[config.mk]
export PLATFORM = sky130hd
export DESIGN_NAME = mii_mgmt_frame_engine
export DESIGN_NICKNAME = d
export VERILOG_FILES = /design/src/design/mgmt_pkg.sv /design/src/design/mii_mgmt_frame_engine.sv
export SDC_FILE = /design/constraint.sdc
export NUM_CORES = 1
export LEC_CHECK = 0
export BUFFER_PORTS_ARGS = -buffer_cell sky130_fd_sc_hd__buf_2
export CAP_MARGIN = 20
export CORE_MARGIN = 2
export CORE_UTILIZATION = 61
export DETAILED_ROUTE_END_ITERATION = 10
export PLACE_DENSITY_LB_ADDON = 0.2
export SETUP_SLACK_MARGIN = 0.2
export SYNTH_ARGS = -nofsm -noshare
export SYNTH_HDL_FRONTEND = slang
export SYNTH_SLANG_ARGS = --single-unit
[constraint.sdc]
create_clock -name i_clk -period 7.5 [get_ports i_clk]
set_input_delay 0.375 -clock i_clk [delete_from_list [all_inputs] [get_ports i_clk]]
set_output_delay 0.375 -clock i_clk [all_outputs]
set_load 0.01 [all_outputs]
[src/design/mgmt_pkg.sv]
// Package with register map, field layout and timing constants of the management frame engine.
package mgmt_pkg;
  localparam int unsigned CLK_HZ = 200_000_000;
  localparam int unsigned ADDR_W = 3;
  localparam logic [2:0] IDX_FRAME = 3'h0;
  localparam logic [2:0] IDX_CLK_CTRL = 3'h1;
  localparam logic [2:0] IDX_EVT_FLAG = 3'h2;
  localparam logic [2:0] IDX_EVT_MASK = 3'h3;
  localparam logic [2:0] IDX_STATUS = 3'h4;
  localparam int unsigned DIV_W = 6;
  localparam int unsigned DIV_LSB = 1;
  localparam int unsigned SKIP_PRE_BIT = 7;
  localparam int unsigned EVT_DONE_BIT = 23;
  localparam int unsigned BUSY_BIT = 0;
  localparam int unsigned PRE_LEN = 32;
  localparam int unsigned FRAME_LEN = 32;
  localparam int unsigned DATA_W = 16;
  localparam int unsigned RD_RELEASE_POS = 16;
  localparam logic [31:0] CLK_CTRL_MASK = 32'h0000_00fe;
  localparam logic [31:0] EVT_MASK = 32'h0080_0000;
  localparam logic [31:0] FRAME_RST = 32'h0000_0000;

  typedef enum logic [1:0] {
    ST_IDLE,
    ST_PRE,
    ST_SHIFT,
    ST_TAIL
  } eng_state_t;

  typedef struct packed {
    logic [1:0] frame_lead_pattern;
    logic [1:0] access_kind_field;
    logic [4:0] phy_select_field;
    logic [4:0] phy_reg_select_field;
    logic [1:0] turnaround_field;
    logic [15:0] data;
  } mgmt_frame_t;
endpackage

[src/design/mii_mgmt_frame_engine.sv]
// Management frame engine with Avalon-MM register slave, clock divider and completion interrupt.
`timescale 1ns/1ps
`default_nettype none

// Contract
// RQ1 - A frame register write starts a frame unless the divisor is zero.
// RQ2 - A frame written at divisor zero launches once a non-zero divisor arrives.
// RQ3 - Frame word: lead, kind, PHY select, register select, turnaround, 16 data bits.
// RQ4 - Kind bit 29 set means read (10, 11); clear means write (01, 00).
// RQ5 - Lead and turnaround bits are shifted out exactly as written.
// RQ6 - Thirty-two ones precede the frame unless skip-preamble bit 7 is set.
// RQ7 - The frame register shifts during a frame; reads then are unpredictable.
// RQ8 - A finished write frame raises completion and restores the written word.
// RQ9 - A finished read frame restores the word with PHY data in bits 15-0.
// RQ10 - Software must not rewrite the frame register while a frame runs.
// RQ11 - Divisor in bits 6-1 gives clock over twice divisor; zero holds low.
// RQ12 - Software keeps the management clock at or below 2.5 MHz.
// RQ13 - Clock has 50% duty; divisor changes apply after the next clock edge.
// RQ14 - Software may zero the divisor between frames to stop the clock.
// RQ15 - Frame completion sets event flag bit 23.
// RQ16 - Interrupt is high while flag and mask bit are both set.
// RQ17 - Read frames release data from the second turnaround bit and sample 16 bits.
// RQ18 - Driven data changes after a falling clock edge, stable at the rising edge.
module mii_mgmt_frame_engine
  import mgmt_pkg::*;
(
  input wire logic i_clk,
  input wire logic i_rstn,
  input wire logic [ADDR_W-1:0] i_avs_address,
  input wire logic i_avs_read,
  input wire logic i_avs_write,
  input wire logic [31:0] i_avs_writedata,
  input wire logic [3:0] i_avs_byteenable,
  output logic [31:0] o_avs_readdata,
  output logic o_avs_waitrequest,
  output logic o_mgmt_clock_pin,
  output logic o_mdio_o,
  output logic o_mdio_oe,
  input wire logic i_mdio_i,
  output logic o_irq
);

  // ----------------------------------------------------------------
  // Helper functions.
  // ----------------------------------------------------------------
  function automatic logic [31:0] be_mask(input logic [3:0] be);
    be_mask = {{8{be[3]}}, {8{be[2]}}, {8{be[1]}}, {8{be[0]}}};
  endfunction

  function automatic logic [31:0] merge(input logic [31:0] old, input logic [31:0] nw, input logic [3:0] be);
    merge = (old & ~be_mask(be)) | (nw & be_mask(be));
  endfunction

  // ----------------------------------------------------------------
  // State declarations.
  // ----------------------------------------------------------------
  logic [DIV_W-1:0] cnt_q, cnt_d;
  logic [DIV_W-1:0] div_act_q, div_act_d;
  logic mdc_q, mdc_d;
  logic toggle, rise, fall;

  logic wait_q, wait_d;
  logic [31:0] rdata_q, rdata_d;
  logic [31:0] frame_q, frame_d;
  logic [31:0] clk_ctrl_q, clk_ctrl_d;
  logic [31:0] flag_q, flag_d;
  logic [31:0] mask_q, mask_d;
  logic irq_q, irq_d;
  logic pend_q, pend_d;
  eng_state_t state_q, state_d;
  logic [5:0] bitcnt_q, bitcnt_d;
  logic [31:0] orig_q, orig_d;
  logic [DATA_W-1:0] rd_q, rd_d;
  logic mdio_q, mdio_d;
  logic oe_q, oe_d;

  // ----------------------------------------------------------------
  // Decoded fields.
  // ----------------------------------------------------------------
  logic [DIV_W-1:0] div;
  logic req, commit_wr;
  logic is_rd;
  logic [31:0] done_set;
  mgmt_frame_t orig_f;

  assign div = clk_ctrl_q[DIV_LSB +: DIV_W];
  assign orig_f = mgmt_frame_t'(orig_q); // RQ3
  assign is_rd = orig_f.access_kind_field[1]; // RQ4

  // ----------------------------------------------------------------
  // Management clock divider.
  // ----------------------------------------------------------------
  always_comb begin
    cnt_d = cnt_q;
    div_act_d = div_act_q;
    mdc_d = mdc_q;
    toggle = 1'b0;
    if (div_act_q == '0) begin
      cnt_d = '0;
      mdc_d = 1'b0; // RQ11
      div_act_d = div; // RQ13
    end else if (cnt_q >= div_act_q - DIV_W'(1)) begin
      cnt_d = '0;
      div_act_d = div; // RQ13
      if (div == '0 && !mdc_q) begin
        mdc_d = 1'b0; // RQ11 RQ13
      end else begin
        toggle = 1'b1; // RQ11 RQ13
        mdc_d = ~mdc_q;
      end
    end else begin
      cnt_d = cnt_q + DIV_W'(1);
    end
  end

  // ----------------------------------------------------------------
  // Clock edge strobes.
  // ----------------------------------------------------------------
  assign rise = toggle & ~mdc_q;
  assign fall = toggle & mdc_q;

  always_ff @(posedge i_clk) begin
    if (!i_rstn) begin
      cnt_q <= '0;
      div_act_q <= '0;
      mdc_q <= 1'b0;
    end else begin
      cnt_q <= cnt_d;
      div_act_q <= div_act_d;
      mdc_q <= mdc_d;
    end
  end

  // ----------------------------------------------------------------
  // Register slave and frame engine.
  // ----------------------------------------------------------------
  assign req = i_avs_read | i_avs_write;
  assign commit_wr = i_avs_write & ~wait_q;

  always_comb begin
    wait_d = 1'b1;
    rdata_d = rdata_q;
    frame_d = frame_q;
    clk_ctrl_d = clk_ctrl_q;
    flag_d = flag_q;
    mask_d = mask_q;
    pend_d = pend_q;
    state_d = state_q;
    bitcnt_d = bitcnt_q;
    orig_d = orig_q;
    rd_d = rd_q;
    mdio_d = mdio_q;
    oe_d = oe_q;
    done_set = '0;

    // ----------------------------------------------------------------
    // Frame sequencer.
    // ----------------------------------------------------------------
    case (state_q)
      ST_IDLE: begin
        if (pend_q && div != '0) begin // RQ1 RQ2
          pend_d = 1'b0;
          orig_d = frame_q;
          if (clk_ctrl_q[SKIP_PRE_BIT]) begin // RQ6
            state_d = ST_SHIFT;
            bitcnt_d = 6'(FRAME_LEN);
          end else begin
            state_d = ST_PRE;
            bitcnt_d = 6'(PRE_LEN);
          end
        end
      end
      ST_PRE: begin
        if (fall) begin
          mdio_d = 1'b1; // RQ6 RQ18
          oe_d = 1'b1;
          bitcnt_d = bitcnt_q - 6'd1;
          if (bitcnt_q == 6'd1) begin
            state_d = ST_SHIFT;
            bitcnt_d = 6'(FRAME_LEN);
          end
        end
      end
      ST_SHIFT: begin
        if (fall) begin
          mdio_d = frame_q[31]; // RQ5 RQ18
          oe_d = !(is_rd && (bitcnt_q - 6'd1) <= 6'(RD_RELEASE_POS)); // RQ17
          frame_d = {frame_q[30:0], 1'b0}; // RQ7
          bitcnt_d = bitcnt_q - 6'd1;
          if (bitcnt_q == 6'd1) begin
            state_d = ST_TAIL;
          end
        end
        if (rise && is_rd && bitcnt_q < 6'(DATA_W)) begin
          rd_d = {rd_q[DATA_W-2:0], i_mdio_i}; // RQ17
        end
      end
      ST_TAIL: begin
        if (rise) begin
          rd_d = {rd_q[DATA_W-2:0], i_mdio_i};
          if (is_rd) begin
            frame_d = {orig_q[31:DATA_W], rd_q[DATA_W-2:0], i_mdio_i}; // RQ9
          end else begin
            frame_d = orig_q; // RQ8
          end
          done_set = EVT_MASK; // RQ15
          oe_d = 1'b0;
          state_d = ST_IDLE;
        end
      end
      default: begin
        state_d = ST_IDLE;
      end
    endcase

    // ----------------------------------------------------------------
    // Bus read decode.
    // ----------------------------------------------------------------
    if (req && wait_q) begin
      wait_d = 1'b0;
      case (i_avs_address)
        IDX_FRAME: rdata_d = frame_q;
        IDX_CLK_CTRL: rdata_d = clk_ctrl_q;
        IDX_EVT_FLAG: rdata_d = flag_q;
        IDX_EVT_MASK: rdata_d = mask_q;
        IDX_STATUS: rdata_d = {31'h0, pend_q | (state_q != ST_IDLE)};
        default: rdata_d = 32'h0000_0000;
      endcase
    end

    // ----------------------------------------------------------------
    // Bus write decode.
    // ----------------------------------------------------------------
    if (commit_wr) begin
      case (i_avs_address)
        IDX_FRAME: begin
          frame_d = merge(frame_q, i_avs_writedata, i_avs_byteenable);
          pend_d = 1'b1; // RQ1
        end
        IDX_CLK_CTRL: clk_ctrl_d = merge(clk_ctrl_q, i_avs_writedata, i_avs_byteenable) & CLK_CTRL_MASK;
        IDX_EVT_MASK: mask_d = merge(mask_q, i_avs_writedata, i_avs_byteenable) & EVT_MASK;
        IDX_EVT_FLAG: flag_d = flag_q & ~(i_avs_writedata & be_mask(i_avs_byteenable));
        default: begin
        end
      endcase
    end

    // ----------------------------------------------------------------
    // Completion and interrupt.
    // ----------------------------------------------------------------
    flag_d = flag_d | done_set; // RQ15
    irq_d = |(flag_d & mask_d); // RQ16
  end

  // ----------------------------------------------------------------
  // Register update.
  // ----------------------------------------------------------------
  always_ff @(posedge i_clk) begin
    if (!i_rstn) begin
      wait_q <= 1'b1;
      rdata_q <= '0;
      frame_q <= FRAME_RST;
      clk_ctrl_q <= '0;
      flag_q <= '0;
      mask_q <= '0;
      irq_q <= 1'b0;
      pend_q <= 1'b0;
      state_q <= ST_IDLE;
      bitcnt_q <= '0;
      orig_q <= '0;
      rd_q <= '0;
      mdio_q <= 1'b0;
      oe_q <= 1'b0;
    end else begin
      wait_q <= wait_d;
      rdata_q <= rdata_d;
      frame_q <= frame_d;
      clk_ctrl_q <= clk_ctrl_d;
      flag_q <= flag_d;
      mask_q <= mask_d;
      irq_q <= irq_d;
      pend_q <= pend_d;
      state_q <= state_d;
      bitcnt_q <= bitcnt_d;
      orig_q <= orig_d;
      rd_q <= rd_d;
      mdio_q <= mdio_d;
      oe_q <= oe_d;
    end
  end

  // ----------------------------------------------------------------
  // Outputs.
  // ----------------------------------------------------------------
  assign o_avs_readdata = rdata_q;
  assign o_avs_waitrequest = wait_q;
  assign o_mgmt_clock_pin = mdc_q;
  assign o_mdio_o = mdio_q;
  assign o_mdio_oe = oe_q;
  assign o_irq = irq_q;

endmodule

`default_nettype wire

======== Word-level counts from Yosys, hierarchy flattened ========
Index checks and enable logic that the tools add are counted.
word-level totals
  register bits after elaboration ......... 208
  word-level logic and storage cells ...... 133
  bits of input ports ..................... 44
  output and inout port bits .............. 37
cells by class
  eq/ne operators ......................... 15
  bitwise logic cells ..................... 20
  muxes and demuxes ....................... 46
  reduce and logical (&&, ||, !) cells .... 29
  add/sub/neg operators ................... 3
  $lt $le $gt $ge ......................... 3
operator list
  kind                                                                number
  32-bit 2-to-1 mux                                                   8
  32-bit one-hot mux with 5 select lines                              1
  32-bit bitwise AND                                                  4
  32-bit inverter                                                     2
  32-bit OR                                                           2
  32-bit one-hot mux with 2 select lines                              1
  24-bit 2-to-1 mux                                                   2
  6-bit 2-to-1 mux                                                    6
  32-bit OR reduction                                                 1
  15-bit 2-to-1 mux                                                   2
  30-bit 2-to-1 mux                                                   1
  15-bit one-hot mux with 2 select lines                              1
  24-bit bitwise AND                                                  1
  24-bit OR                                                           1
  6-bit one-hot mux with 3 select lines                               1
  2-bit 2-to-1 mux                                                    7
  2-bit inequality test, second input constant                        7
  1-bit 2-to-1 mux                                                    13
  6-bit logical NOT                                                   2
  6-bit by 1-bit subtractor with 6-bit output, second input constant  2
  8-bit bitwise AND                                                   1
  8-bit OR                                                            1
  2-bit one-hot mux with 4 select lines                               1
  4-bit AND reduction                                                 2
  27 further kinds                                                    46

======== Depth between registers and ports, before layout ========
Gate-level depths: netlist of the first run.
  depth after elaboration ................. 11
  mapped depth ............................ 12
  mapped depth without buffers ............ 10

======== Worst setup path after synthesis of the first run ========
No wires, ideal clock.
  kind .................................... flip-flop to flip-flop
  start point ............................. register div_act_q[2]
  end point ............................... register with a tool-made name
  clock period less this slack ............ 2.487 ns
  required time ........................... 7.405 ns
  data arrival time ....................... 2.392 ns
  slack ................................... 5.013 ns
  buffers on the path ..................... 0
  cell stages (with the launch flop) ...... 10
  setup time .............................. 0.095 ns
  cells stage by stage .................... dfxtp_1 -> nor3_2 -> nand3_1 -> xor2_1 -> ha_1 -> nand4_1 -> o221a_2 -> nor3_2 -> a21oi_1 -> a221oi_1
RTL lines
  what                    line                          RTL
  start, declared         mii_mgmt_frame_engine.sv:58   logic [DIV_W-1:0] div_act_q, div_act_d;
  start signal, assigned  mii_mgmt_frame_engine.sv:129  div_act_q <= div_act_d;

==> results of run 1 <==
per-stage QoR:
step | std cells | hold WS, ps
floorplan | 1171 | 422
global placement | 1397 | 430
detailed placement | 1397 | 435
CTS | 1438 | 49.0
global route | 1438 | 70.8
finish | 1438 | 44.9
cell usage in the layout, fill, tap and decap left out, types with 6 or more instances in the layout:
cell / count
o311a_1: 7
clkbuf_16: 23
mux2i_1: 32
a22oi_1: 38
o21ai_0: 47
a22o_1: 25
nor2_1: 75
a32o_1: 7
mux4_2: 7
dfxtp_1: 208
nand2_1: 187
and2_1: 37
buf_4: 12
a221oi_1: 6
buf_2: 80
nand4_1: 6
ha_1: 16
a21oi_1: 84
inv_1: 17
a41oi_1: 16
mux2_2: 55
and3_1: 9
o211ai_1: 12
a31oi_1: 35
a21o_1: 15
nand3_1: 54
cell type report:
cell class | instances | area [um2]
sequential | 208 | 4160
multi-input combinational | 857 | 5610
fill | 1350 | 5060
inverter | 20 | 76.3
clock inverter | 9 | 133
timing repair buffer | 92 | 490
clock buffer | 32 | 659
tap | 220 | 275
layer usage:
layer	GRT usage (%)	up-vias	part of all wire, %
met5	0	-	0
met4	9.46	0	2.6
met3	4.22	61	8.5
met2	52.6	456	46
met1	46.9	4510	42
li1	-	4334	-
critical path, cell delays in order (launching register included):
cell and delay, ps:
dfxtp_1 360, nor3_2 320, nand3_1 130, xor2_1 160
ha_1 330, nand4_1 170, o221ai_4 810, nand3_1 1030
o211ai_1 460, a32o_1 200
where the power goes:
| group | total [mW] | internal, mW | leakage, nW | switching (mW) |
|---|---|---|---|---|
| logic | 0.300 | 0.0920 | 2.22 | 0.208 |
| clock network | 1.18 | 0.719 | 0.389 | 0.465 |
| registers | 1.13 | 1.12 | 1.68 | 0.0162 |
| total | 2.62 | 1.93 | 4.28 | 0.689 |
worst max path at each step:
stage,endpoint,slack [ps]
after CTS,flip-flop,3520
after global placement,flip-flop,3680
after detailed placement,flip-flop,3540
final,flip-flop,3460
after floorplan,flip-flop,5010
after global routing,flip-flop,3240
cell usage after synthesis (15+ instances only):
library cell	instances	area, um2
a21o_1	15	113
a21oi_1	85	425
a22o_1	25	219
a22oi_1	38	285
a31oi_1	35	219
a41oi_1	16	140
and2_1	37	231
clkbuf_1	64	240
dfxtp_1	208	4160
ha_1	16	200
inv_1	18	67.6
mux2_2	55	619
mux2i_1	32	320
nand2_1	187	702
nand3_1	54	270
nor2_1	76	285
o21ai_0	47	235
cell families (layout without fill, tap and decap cells):
kind of cell | count (synthesis) | in the layout | share of synthesized area, %
xor gates and xnor gates | 8 | 8 | 0.687
AOI/OAI and AO/OA | 335 | 335 | 23.0
DFF | 208 | 208 | 40.8
adders and majority gates | 16 | 16 | 1.96
and+or+nand+nor | 404 | 404 | 18.4
buffers and inverters | 106 | 153 | 4.39
muxes | 94 | 94 | 10.8
==> flow_metrics.env, run 1 <==
export IMPL_grt_pass1_vias=8468
export IMPL_die_y_um=133
export IMPL_wl_um=30000
export IMPL_cts_setup_buffers=0
export IMPL_port_buffers=80
export IMPL_place_gp_congestion=0.979
export IMPL_core_area_mm2=0.0165
export IMPL_syn_to_final_growth_pct=11.8
export IMPL_synthArstFlopShare_pct=0
export IMPL_clock_sinks=208
export IMPL_total_power_mw=2.62
export IMPL_worstMarginPinSlew_ps=1080
export IMPL_ys_seq_area_share_pct=40.8
export IMPL_ant_nets=0
export IMPL_hold_path_class="input port to flip-flop"
export IMPL_wire_per_inst_um=20.8
export IMPL_startpoint="div_act_q[2]$_SDFFE_PN0P_"
export IMPL_syn_nets=1231
export IMPL_powerDensity_mw_per_mm2=229
export IMPL_die_area_mm2=0.0178
export IMPL_synth_flop_cell="dfxtp_1"
export IMPL_layout_nets=1262
export IMPL_antenna_found_initial=0
export IMPL_grtUsageTotal_pct=32.9
export IMPL_cap_violations=0
export IMPL_leakagePower_nw=4.28
export IMPL_whs_path_depth=2
export IMPL_final_min_clock_period_ps=4040
export IMPL_hpwl_um=19700
export IMPL_required_ps=7960
export IMPL_end_kind="flip-flop"
export IMPL_initial_core_util_pct=62.0
export IMPL_synth_cell_type_count=75
export IMPL_r2r_start="div_act_q[2]$_SDFFE_PN0P_"
export IMPL_clockBufferDepth=3
export IMPL_setup_tns_final_ps=0
export IMPL_grt_overflow_total=0
export IMPL_numCtsBuffers=23
export IMPL_grt_max_degree=78
export IMPL_hold_path_endpoint="flag_q[15]$_SDFF_PN0_"
export IMPL_drive_above_1_share_pct=18.5
export IMPL_routed_via_density=6.51
export IMPL_clock_skew_ps=16.7
export IMPL_stdcell_area_mm2=0.0114
export IMPL_relSlewSlack_pct=28.1
export IMPL_slew_violations=0
export IMPL_fp_dieW_um=133
export IMPL_io_pins=81
export IMPL_ys_ff_latch=208
export IMPL_clockRootBuffer="clkbuf_16"
export IMPL_n_antenna_cell=0
export IMPL_rsz0062_at_grt="false"
export IMPL_ir_drop_uv=189
export IMPL_final_util_pct=69.3
export IMPL_critPathKind="flip-flop to flip-flop"
export IMPL_status="complete, no violations"
export IMPL_placed_cell_area_mm2=0.0106
export IMPL_drtIter0Drc=947
export IMPL_timing_fmax_mhz=248
export IMPL_grt_pass1_wl_um=47000
export IMPL_synth_avg_cell_area_um2=8.71
export IMPL_worstRegToRegCells=9
export IMPL_yosysWarnings=0
export IMPL_drc_errors=0
export IMPL_syn_inst=1171
export IMPL_dr_total_vias=9361
export IMPL_insertion_delay_ps=520
export IMPL_startpoint_type="flip-flop"
export IMPL_setup_violations=0
export IMPL_fp_row_count=47
export IMPL_crit_arrival_ps=4490
export IMPL_syn_cell_area_mm2=0.0102
export IMPL_setup_slack_ps=3460
export IMPL_cts_resized_gates=0
export IMPL_holdBufCountCts=0
export IMPL_hold_violations=0
export IMPL_cts_tree="done"
export IMPL_cts_htree_levels=1
export IMPL_dr_pass1_iters=6
export IMPL_clkTransAtPathRegs_ps=60
export IMPL_worstHoldStart="i_avs_writedata[15]"
export IMPL_reg2reg_slack_ps=3460
export IMPL_cp_max_fo=34
export IMPL_synth_edf_count=0
export IMPL_fin_crit_sh_pct=53.8
export IMPL_place_ws_ps=3540
Power figures use the tool's default switching activity.
==> inputs of run 2 (changes only) <==
--- a/config.mk
+++ b/config.mk
@@ -8,7 +8,7 @@
 export BUFFER_PORTS_ARGS = -buffer_cell sky130_fd_sc_hd__buf_2
 export CAP_MARGIN = 20
 export CORE_MARGIN = 2
-export CORE_UTILIZATION = 61
+export CORE_UTILIZATION = 54
 export DETAILED_ROUTE_END_ITERATION = 10
 export PLACE_DENSITY_LB_ADDON = 0.2
 export SETUP_SLACK_MARGIN = 0.2
==> constraint.sdc (replaced) <==
create_clock -name i_clk -period 3.63 [get_ports i_clk]
set_input_delay 0.1815 -clock i_clk [delete_from_list [all_inputs] [get_ports i_clk]]
set_output_delay 0.1815 -clock i_clk [all_outputs]
set_load 0.01 [all_outputs]
==> run 2 against run 1 <==
Effect of this change: hold slack improved by 42 ps; sequential power increased by 110%; clock skew decreased by 6.5 ps; sequential cell count unchanged; register-to-register slack got worse by 3000 ps; critical path type unchanged; setup slack got worse by 3000 ps; count of clock-buffer cells in the layout unchanged.
==> flow_metrics.env, run 2 (same netlist as run 1, synthesis figures left out) <==
export IMPL_setup_slack_ps=495
export IMPL_place_gp_congestion=0.923
export IMPL_power_frac_seq_pct=44.1
export IMPL_grt_pass1_wl_um=48300
export IMPL_critPathKind="flip-flop to flip-flop"
export IMPL_fp_dieW_um=141
export IMPL_fp_row_count=50
export IMPL_clock_sinks=208
export IMPL_wire_per_inst_um=20.7
export IMPL_clockRootBuffer="clkbuf_16"
export IMPL_busiest_layer="met2"
export IMPL_cp_max_fo=20
export IMPL_layout_nets=1301
export IMPL_syn_to_final_growth_pct=15.1
export IMPL_clock_skew_ps=10.2
export IMPL_clkPwrFrac_pct=43.7
export IMPL_dr_total_vias=9395
export IMPL_place_inst=1418
export IMPL_routed_via_density=6.31
export IMPL_total_power_mw=5.31
export IMPL_drc_errors=0
export IMPL_fin_crit_sh_pct=86.4
export IMPL_slew_violations=0
export IMPL_grtUsageTotal_pct=30.3
export IMPL_hold_path_class="input port to flip-flop"
export IMPL_timing_fmax_mhz=319
export IMPL_drtIter0Drc=913
export IMPL_status="complete, no violations"
export IMPL_layout_common_cells="dfxtp_1, nand2_1, a21oi_1, buf_2, nor2_1"
export IMPL_stdcell_area_mm2=0.0117
export IMPL_grt_max_degree=77
export IMPL_drive_above_1_share_pct=18.2
export IMPL_clkTransAtPathRegs_ps=60
export IMPL_final_util_pct=63.0
export IMPL_clockBufferDepth=3
export IMPL_combPwrFrac_pct=12.2
export IMPL_startpoint_type="flip-flop"
export IMPL_die_y_um=141
export IMPL_netSwitchingFraction_pct=26.5
export IMPL_grt_overflow_total=0
export IMPL_worstMarginPinSlew_ps=1050
export IMPL_setup_tns_final_ps=0
export IMPL_grt_pass1_vias=8699
export IMPL_hold_violations=0
export IMPL_crit_arrival_ps=3500
export IMPL_switching_power_mw=1.40
export IMPL_place_ws_ps=528
export IMPL_rsz0062_at_grt="false"
export IMPL_hold_slack_ps=86.6
export IMPL_worst_path_max_delay_cell="o211ai_2"
export IMPL_ir_drop_uv=335
export IMPL_n_antenna_cell=0
export IMPL_global_route_usage_met1_pct=41.1
export IMPL_antenna_found_initial=0
export IMPL_slowest_delay_ps=600
export IMPL_leakagePower_nw=4.42
export IMPL_setup_violations=0
export IMPL_initial_core_util_pct=54.7
export IMPL_use_met2_pct=49.9
export IMPL_intPower_mw=3.91
export IMPL_die_area_mm2=0.0200
export IMPL_relSlewSlack_pct=30.1
export IMPL_numCtsBuffers=23
export IMPL_ant_nets=0
export IMPL_cp_cell_sequence="nor3_2, nand3_1, xor2_1, ha_1, nand4_1, o221ai_4, o211ai_2, mux2i_1, nor2_1"
export IMPL_wl_um=30800
export IMPL_end_kind="flip-flop"
export IMPL_fillers=1613
export IMPL_cts_htree_levels=1
export IMPL_hpwl_um=20500
export IMPL_cap_violations=0
export IMPL_cts_tree="done"
export IMPL_core_area_mm2=0.0186
export IMPL_dr_pass1_iters=6
export IMPL_powerDensity_mw_per_mm2=452
export IMPL_cts_setup_buffers=0
export IMPL_io_pins=81
export IMPL_port_buffers=80
export IMPL_mostFrequentLayoutCell="dfxtp_1"
export IMPL_required_ps=3990
export IMPL_placed_cell_area_mm2=0.0107
export IMPL_fin_cells=1489
export IMPL_grt_use_met3_pct=4.72
export IMPL_insertion_delay_ps=510
export IMPL_final_min_clock_period_ps=3140
[run 2: area by class of cell]
cell class                      count  area (um2)  share of cell area [%]
Tap cell                          234         293                    2.49
Sequential cell                   208        4160                    35.5
Timing Repair Buffer              131         863                    7.35
Multi-Input combinational cell    857        5610                    47.7
Clock buffer                       32         649                    5.53
Inverter                           20        76.3                   0.650
Clock inverter                      7        92.6                   0.788
[run 2: critical path, delay by kind of cell, from the launching register on]
| family | cells | cell delay, ps |
|---|---|---|
| AOI/OAI and AO/OA | 2 | 1160 |
| and+or+nand+nor | 4 | 660 |
| DFF | 1 | 360 |
| adders and majority gates | 1 | 330 |
| muxes | 1 | 320 |
| xor gates and xnor gates | 1 | 150 |
[run 2: final timing paths]
| path | depth (start not counted) | slack (ps) | end | startpoint |
|---|---|---|---|---|
| worst min register to register | 2 | 440 | flag_q[12]$_SDFF_PN0_ | flag_q[12]$_SDFF_PN0_ |
| worst min-delay path | 4 | 90 | flag_q[23]$_SDFF_PN0_ | i_avs_writedata[23] |
| worst max-delay path | 9 | 490 | rd_q[6]$_SDFFE_PN0P_ | div_act_q[2]$_SDFFE_PN0P_ |
| worst max register to register | 9 | 490 | rd_q[6]$_SDFFE_PN0P_ | div_act_q[2]$_SDFFE_PN0P_ |
[run 2: repair_timing]
item                                   in CTS  in global routing
resized for setup                           0                  0
hold buffers                               32                  0
endpoints found under the hold margin      33                  0
[run 2: power groups by stage]
stage	Sequential (mW)	Combinational [mW]	Clock [mW]
after floorplan	2.38	0.430	0
after global placement	2.39	0.606	0
after detailed placement	2.39	0.608	0
after CTS	2.34	0.635	2.34
after global routing	2.34	0.694	2.45
final	2.34	0.646	2.32
[run 2: per-layer routing]
metal | up-vias | wire length (um)
met5 | - | 0
met2 | 398 | 14500
li1 | 4406 | -
met1 | 4532 | 13100
met3 | 59 | 2240
met4 | 0 | 975
==> inputs of run 3 (changes only) <==
--- a/config.mk
+++ b/config.mk
@@ -10,7 +10,7 @@
 export CORE_MARGIN = 2
 export CORE_UTILIZATION = 54
 export DETAILED_ROUTE_END_ITERATION = 10
-export PLACE_DENSITY_LB_ADDON = 0.2
+export PLACE_DENSITY = 0.84
 export SETUP_SLACK_MARGIN = 0.2
 export SYNTH_ARGS = -nofsm -noshare
 export SYNTH_HDL_FRONTEND = slang
==> run 3 against run 2 <==
Effect of this change: utilization is essentially flat; die area unchanged; non-clock buffer count is the same; sequential power barely moved; wire length increased by 0.47%; register-to-register slack about the same; global-route usage decreased by 0.075 points; hold slack improved by 4.5 ps; combinational power up 1%; critical path type unchanged; largest power group unchanged.
==> flow_metrics.env, run 3 (same netlist as run 1, synthesis figures left out) <==
export IMPL_status="complete, no violations"
export IMPL_hold_path_endpoint="mask_q[23]$_SDFF_PN0_"
export IMPL_antenna_found_initial=0
export IMPL_reg2reg_slack_ps=480
export IMPL_setup_tns_final_ps=0
export IMPL_insertion_delay_ps=520
export IMPL_relSlewSlack_pct=31.2
export IMPL_cts_tree="done"
export IMPL_cap_violations=0
export IMPL_hpwl_um=20300
export IMPL_slew_violations=0
export IMPL_clkTransAtPathRegs_ps=60
export IMPL_initial_core_util_pct=54.7
export IMPL_critPathKind="flip-flop to flip-flop"
export IMPL_clockRootBuffer="clkbuf_16"
export IMPL_syn_to_final_growth_pct=15.0
export IMPL_global_route_usage_met1_pct=41.3
export IMPL_rsz0062_at_grt="false"
export IMPL_clock_sinks=208
export IMPL_clockBufferDepth=3
export IMPL_die_area_mm2=0.0200
export IMPL_grtUsageTotal_pct=30.2
export IMPL_routed_via_density=6.53
export IMPL_grt_pass1_vias=9044
export IMPL_n_antenna_cell=0
export IMPL_drive_above_1_share_pct=18.3
export IMPL_layout_nets=1301
export IMPL_fp_row_count=50
export IMPL_place_inst=1418
export IMPL_end_kind="flip-flop"
export IMPL_worstHoldStart="i_avs_writedata[23]"
export IMPL_grt_overflow_total=0
export IMPL_startpoint_type="flip-flop"
export IMPL_startpoint="div_act_q[2]$_SDFFE_PN0P_"
export IMPL_busiest_layer="met2"
export IMPL_powerDensity_mw_per_mm2=451
export IMPL_wire_per_inst_um=20.8
export IMPL_use_met2_pct=47.5
export IMPL_fin_crit_sh_pct=86.7
export IMPL_crit_arrival_ps=3510
export IMPL_drtIter0Drc=1041
export IMPL_r2r_start="div_act_q[2]$_SDFFE_PN0P_"
export IMPL_hold_path_class="input port to flip-flop"
export IMPL_numCtsBuffers=23
export IMPL_required_ps=3990
export IMPL_mostFrequentLayoutCell="dfxtp_1"
export IMPL_cts_htree_levels=1
export IMPL_timing_fmax_mhz=318
export IMPL_wl_um=31000
export IMPL_clock_skew_ps=25.2
export IMPL_ant_nets=0
export IMPL_leakagePower_nw=4.43
export IMPL_grt_pass1_wl_um=48700
export IMPL_whs_path_depth=4
export IMPL_multiInputGateArea_mm2=0.00560
export IMPL_placed_cell_area_mm2=0.0107
export IMPL_io_pins=81
export IMPL_fin_cells=1491
export IMPL_die_y_um=141
export IMPL_worstRegToRegCells=10
export IMPL_fillers=1519
export IMPL_grt_max_degree=77
export IMPL_grt_use_met3_pct=4.52
export IMPL_setup_violations=0
export IMPL_place_gp_congestion=0.993
export IMPL_cp_max_fo=20
export IMPL_core_area_mm2=0.0186
export IMPL_dr_pass1_iters=6
export IMPL_final_util_pct=63.0
export IMPL_fp_dieW_um=141
export IMPL_drc_errors=0
export IMPL_dr_total_vias=9729
export IMPL_port_buffers=80
export IMPL_final_min_clock_period_ps=3150
export IMPL_ir_drop_uv=435
export IMPL_layout_common_cells="dfxtp_1, nand2_1, a21oi_1, buf_2, nor2_1"
export IMPL_stdcell_area_mm2=0.0117
export IMPL_seq_area_mm2=0.00416
export IMPL_worstMarginPinSlew_ps=1030
export IMPL_hold_violations=0
## run 3: cell count changes in the layout (fill, tap and decap cells not counted)
cell        before  now
inv_6            0    1
bufinv_16        2    1
clkinvlp_4       3    0
inv_8            0    1
a21oi_1         84   85
clkinv_2         3    6
a21oi_2          3    2
clkbuf_8         4    5
## run 3: per-layer routing
| layer | up-vias | share of wire (%) | wire length, um |
|---|---|---|---|
| li1 | 4403 | - | - |
| met1 | 4626 | 41 | 12600 |
| met2 | 582 | 45 | 13800 |
| met3 | 118 | 9.6 | 2970 |
| met4 | 0 | 4.9 | 1530 |
| met5 | - | 0 | 0 |
## run 3: how the worst max path moves through the flow
stage	endpoint	slack [ps]	cells past startpoint
2_1_floorplan	flip-flop	1140	9
3_3_place_gp	rd_q[5]$_SDFFE_PN0P_	710	9
3_5_place_dp	flip-flop	560	10
4_1_cts	flip-flop	530	10
5_1_grt	flip-flop	230	10
6_report	flip-flop	480	10
## run 3: report_power, final
group	switching, mW	internal, mW
combinational	0.439	0.215
clock	0.954	1.34
sequential	0.0329	2.31
## run 3: repair_timing
action                                 CTS  global route
endpoints found under the hold margin   34             0
hold buffers                            32             0
gates resized for setup                  0             0
buffers inserted                         0             0
## run 3: per-stage QoR
| step | worst slack (ps) | total power, mW | hold WS, ps |
|---|---|---|---|
| floorplan | 1140 | 2.81 | 279 |
| global placement | 710 | 2.98 | 379 |
| detailed placement | 564 | 3.00 | 389 |
| CTS | 528 | 5.28 | 60.0 |
| global route | 235 | 5.45 | 82.4 |
| finish | 482 | 5.29 | 91.1 |
## run 3: layout make-up
type / instances / area share (%)
flip-flops and latches: 208 / 35.5
clock inverters: 8 / 0.640
multi-input cells: 857 / 47.7
inverters: 20 / 0.650
repair buffers: 131 / 7.36
clock buffers: 33 / 5.65
well taps: 234 / 2.49
## run 3: critical path, stage by stage (launching register included)
cell and delay, ps:
dfxtp_1 350, nor3_2 310, nand3_1 140, xor2_1 160
ha_1 310, nand4_1 160, o221ai_4 550, nand3_1 400
buf_4 320, nand3_1 130, a41oi_1 150
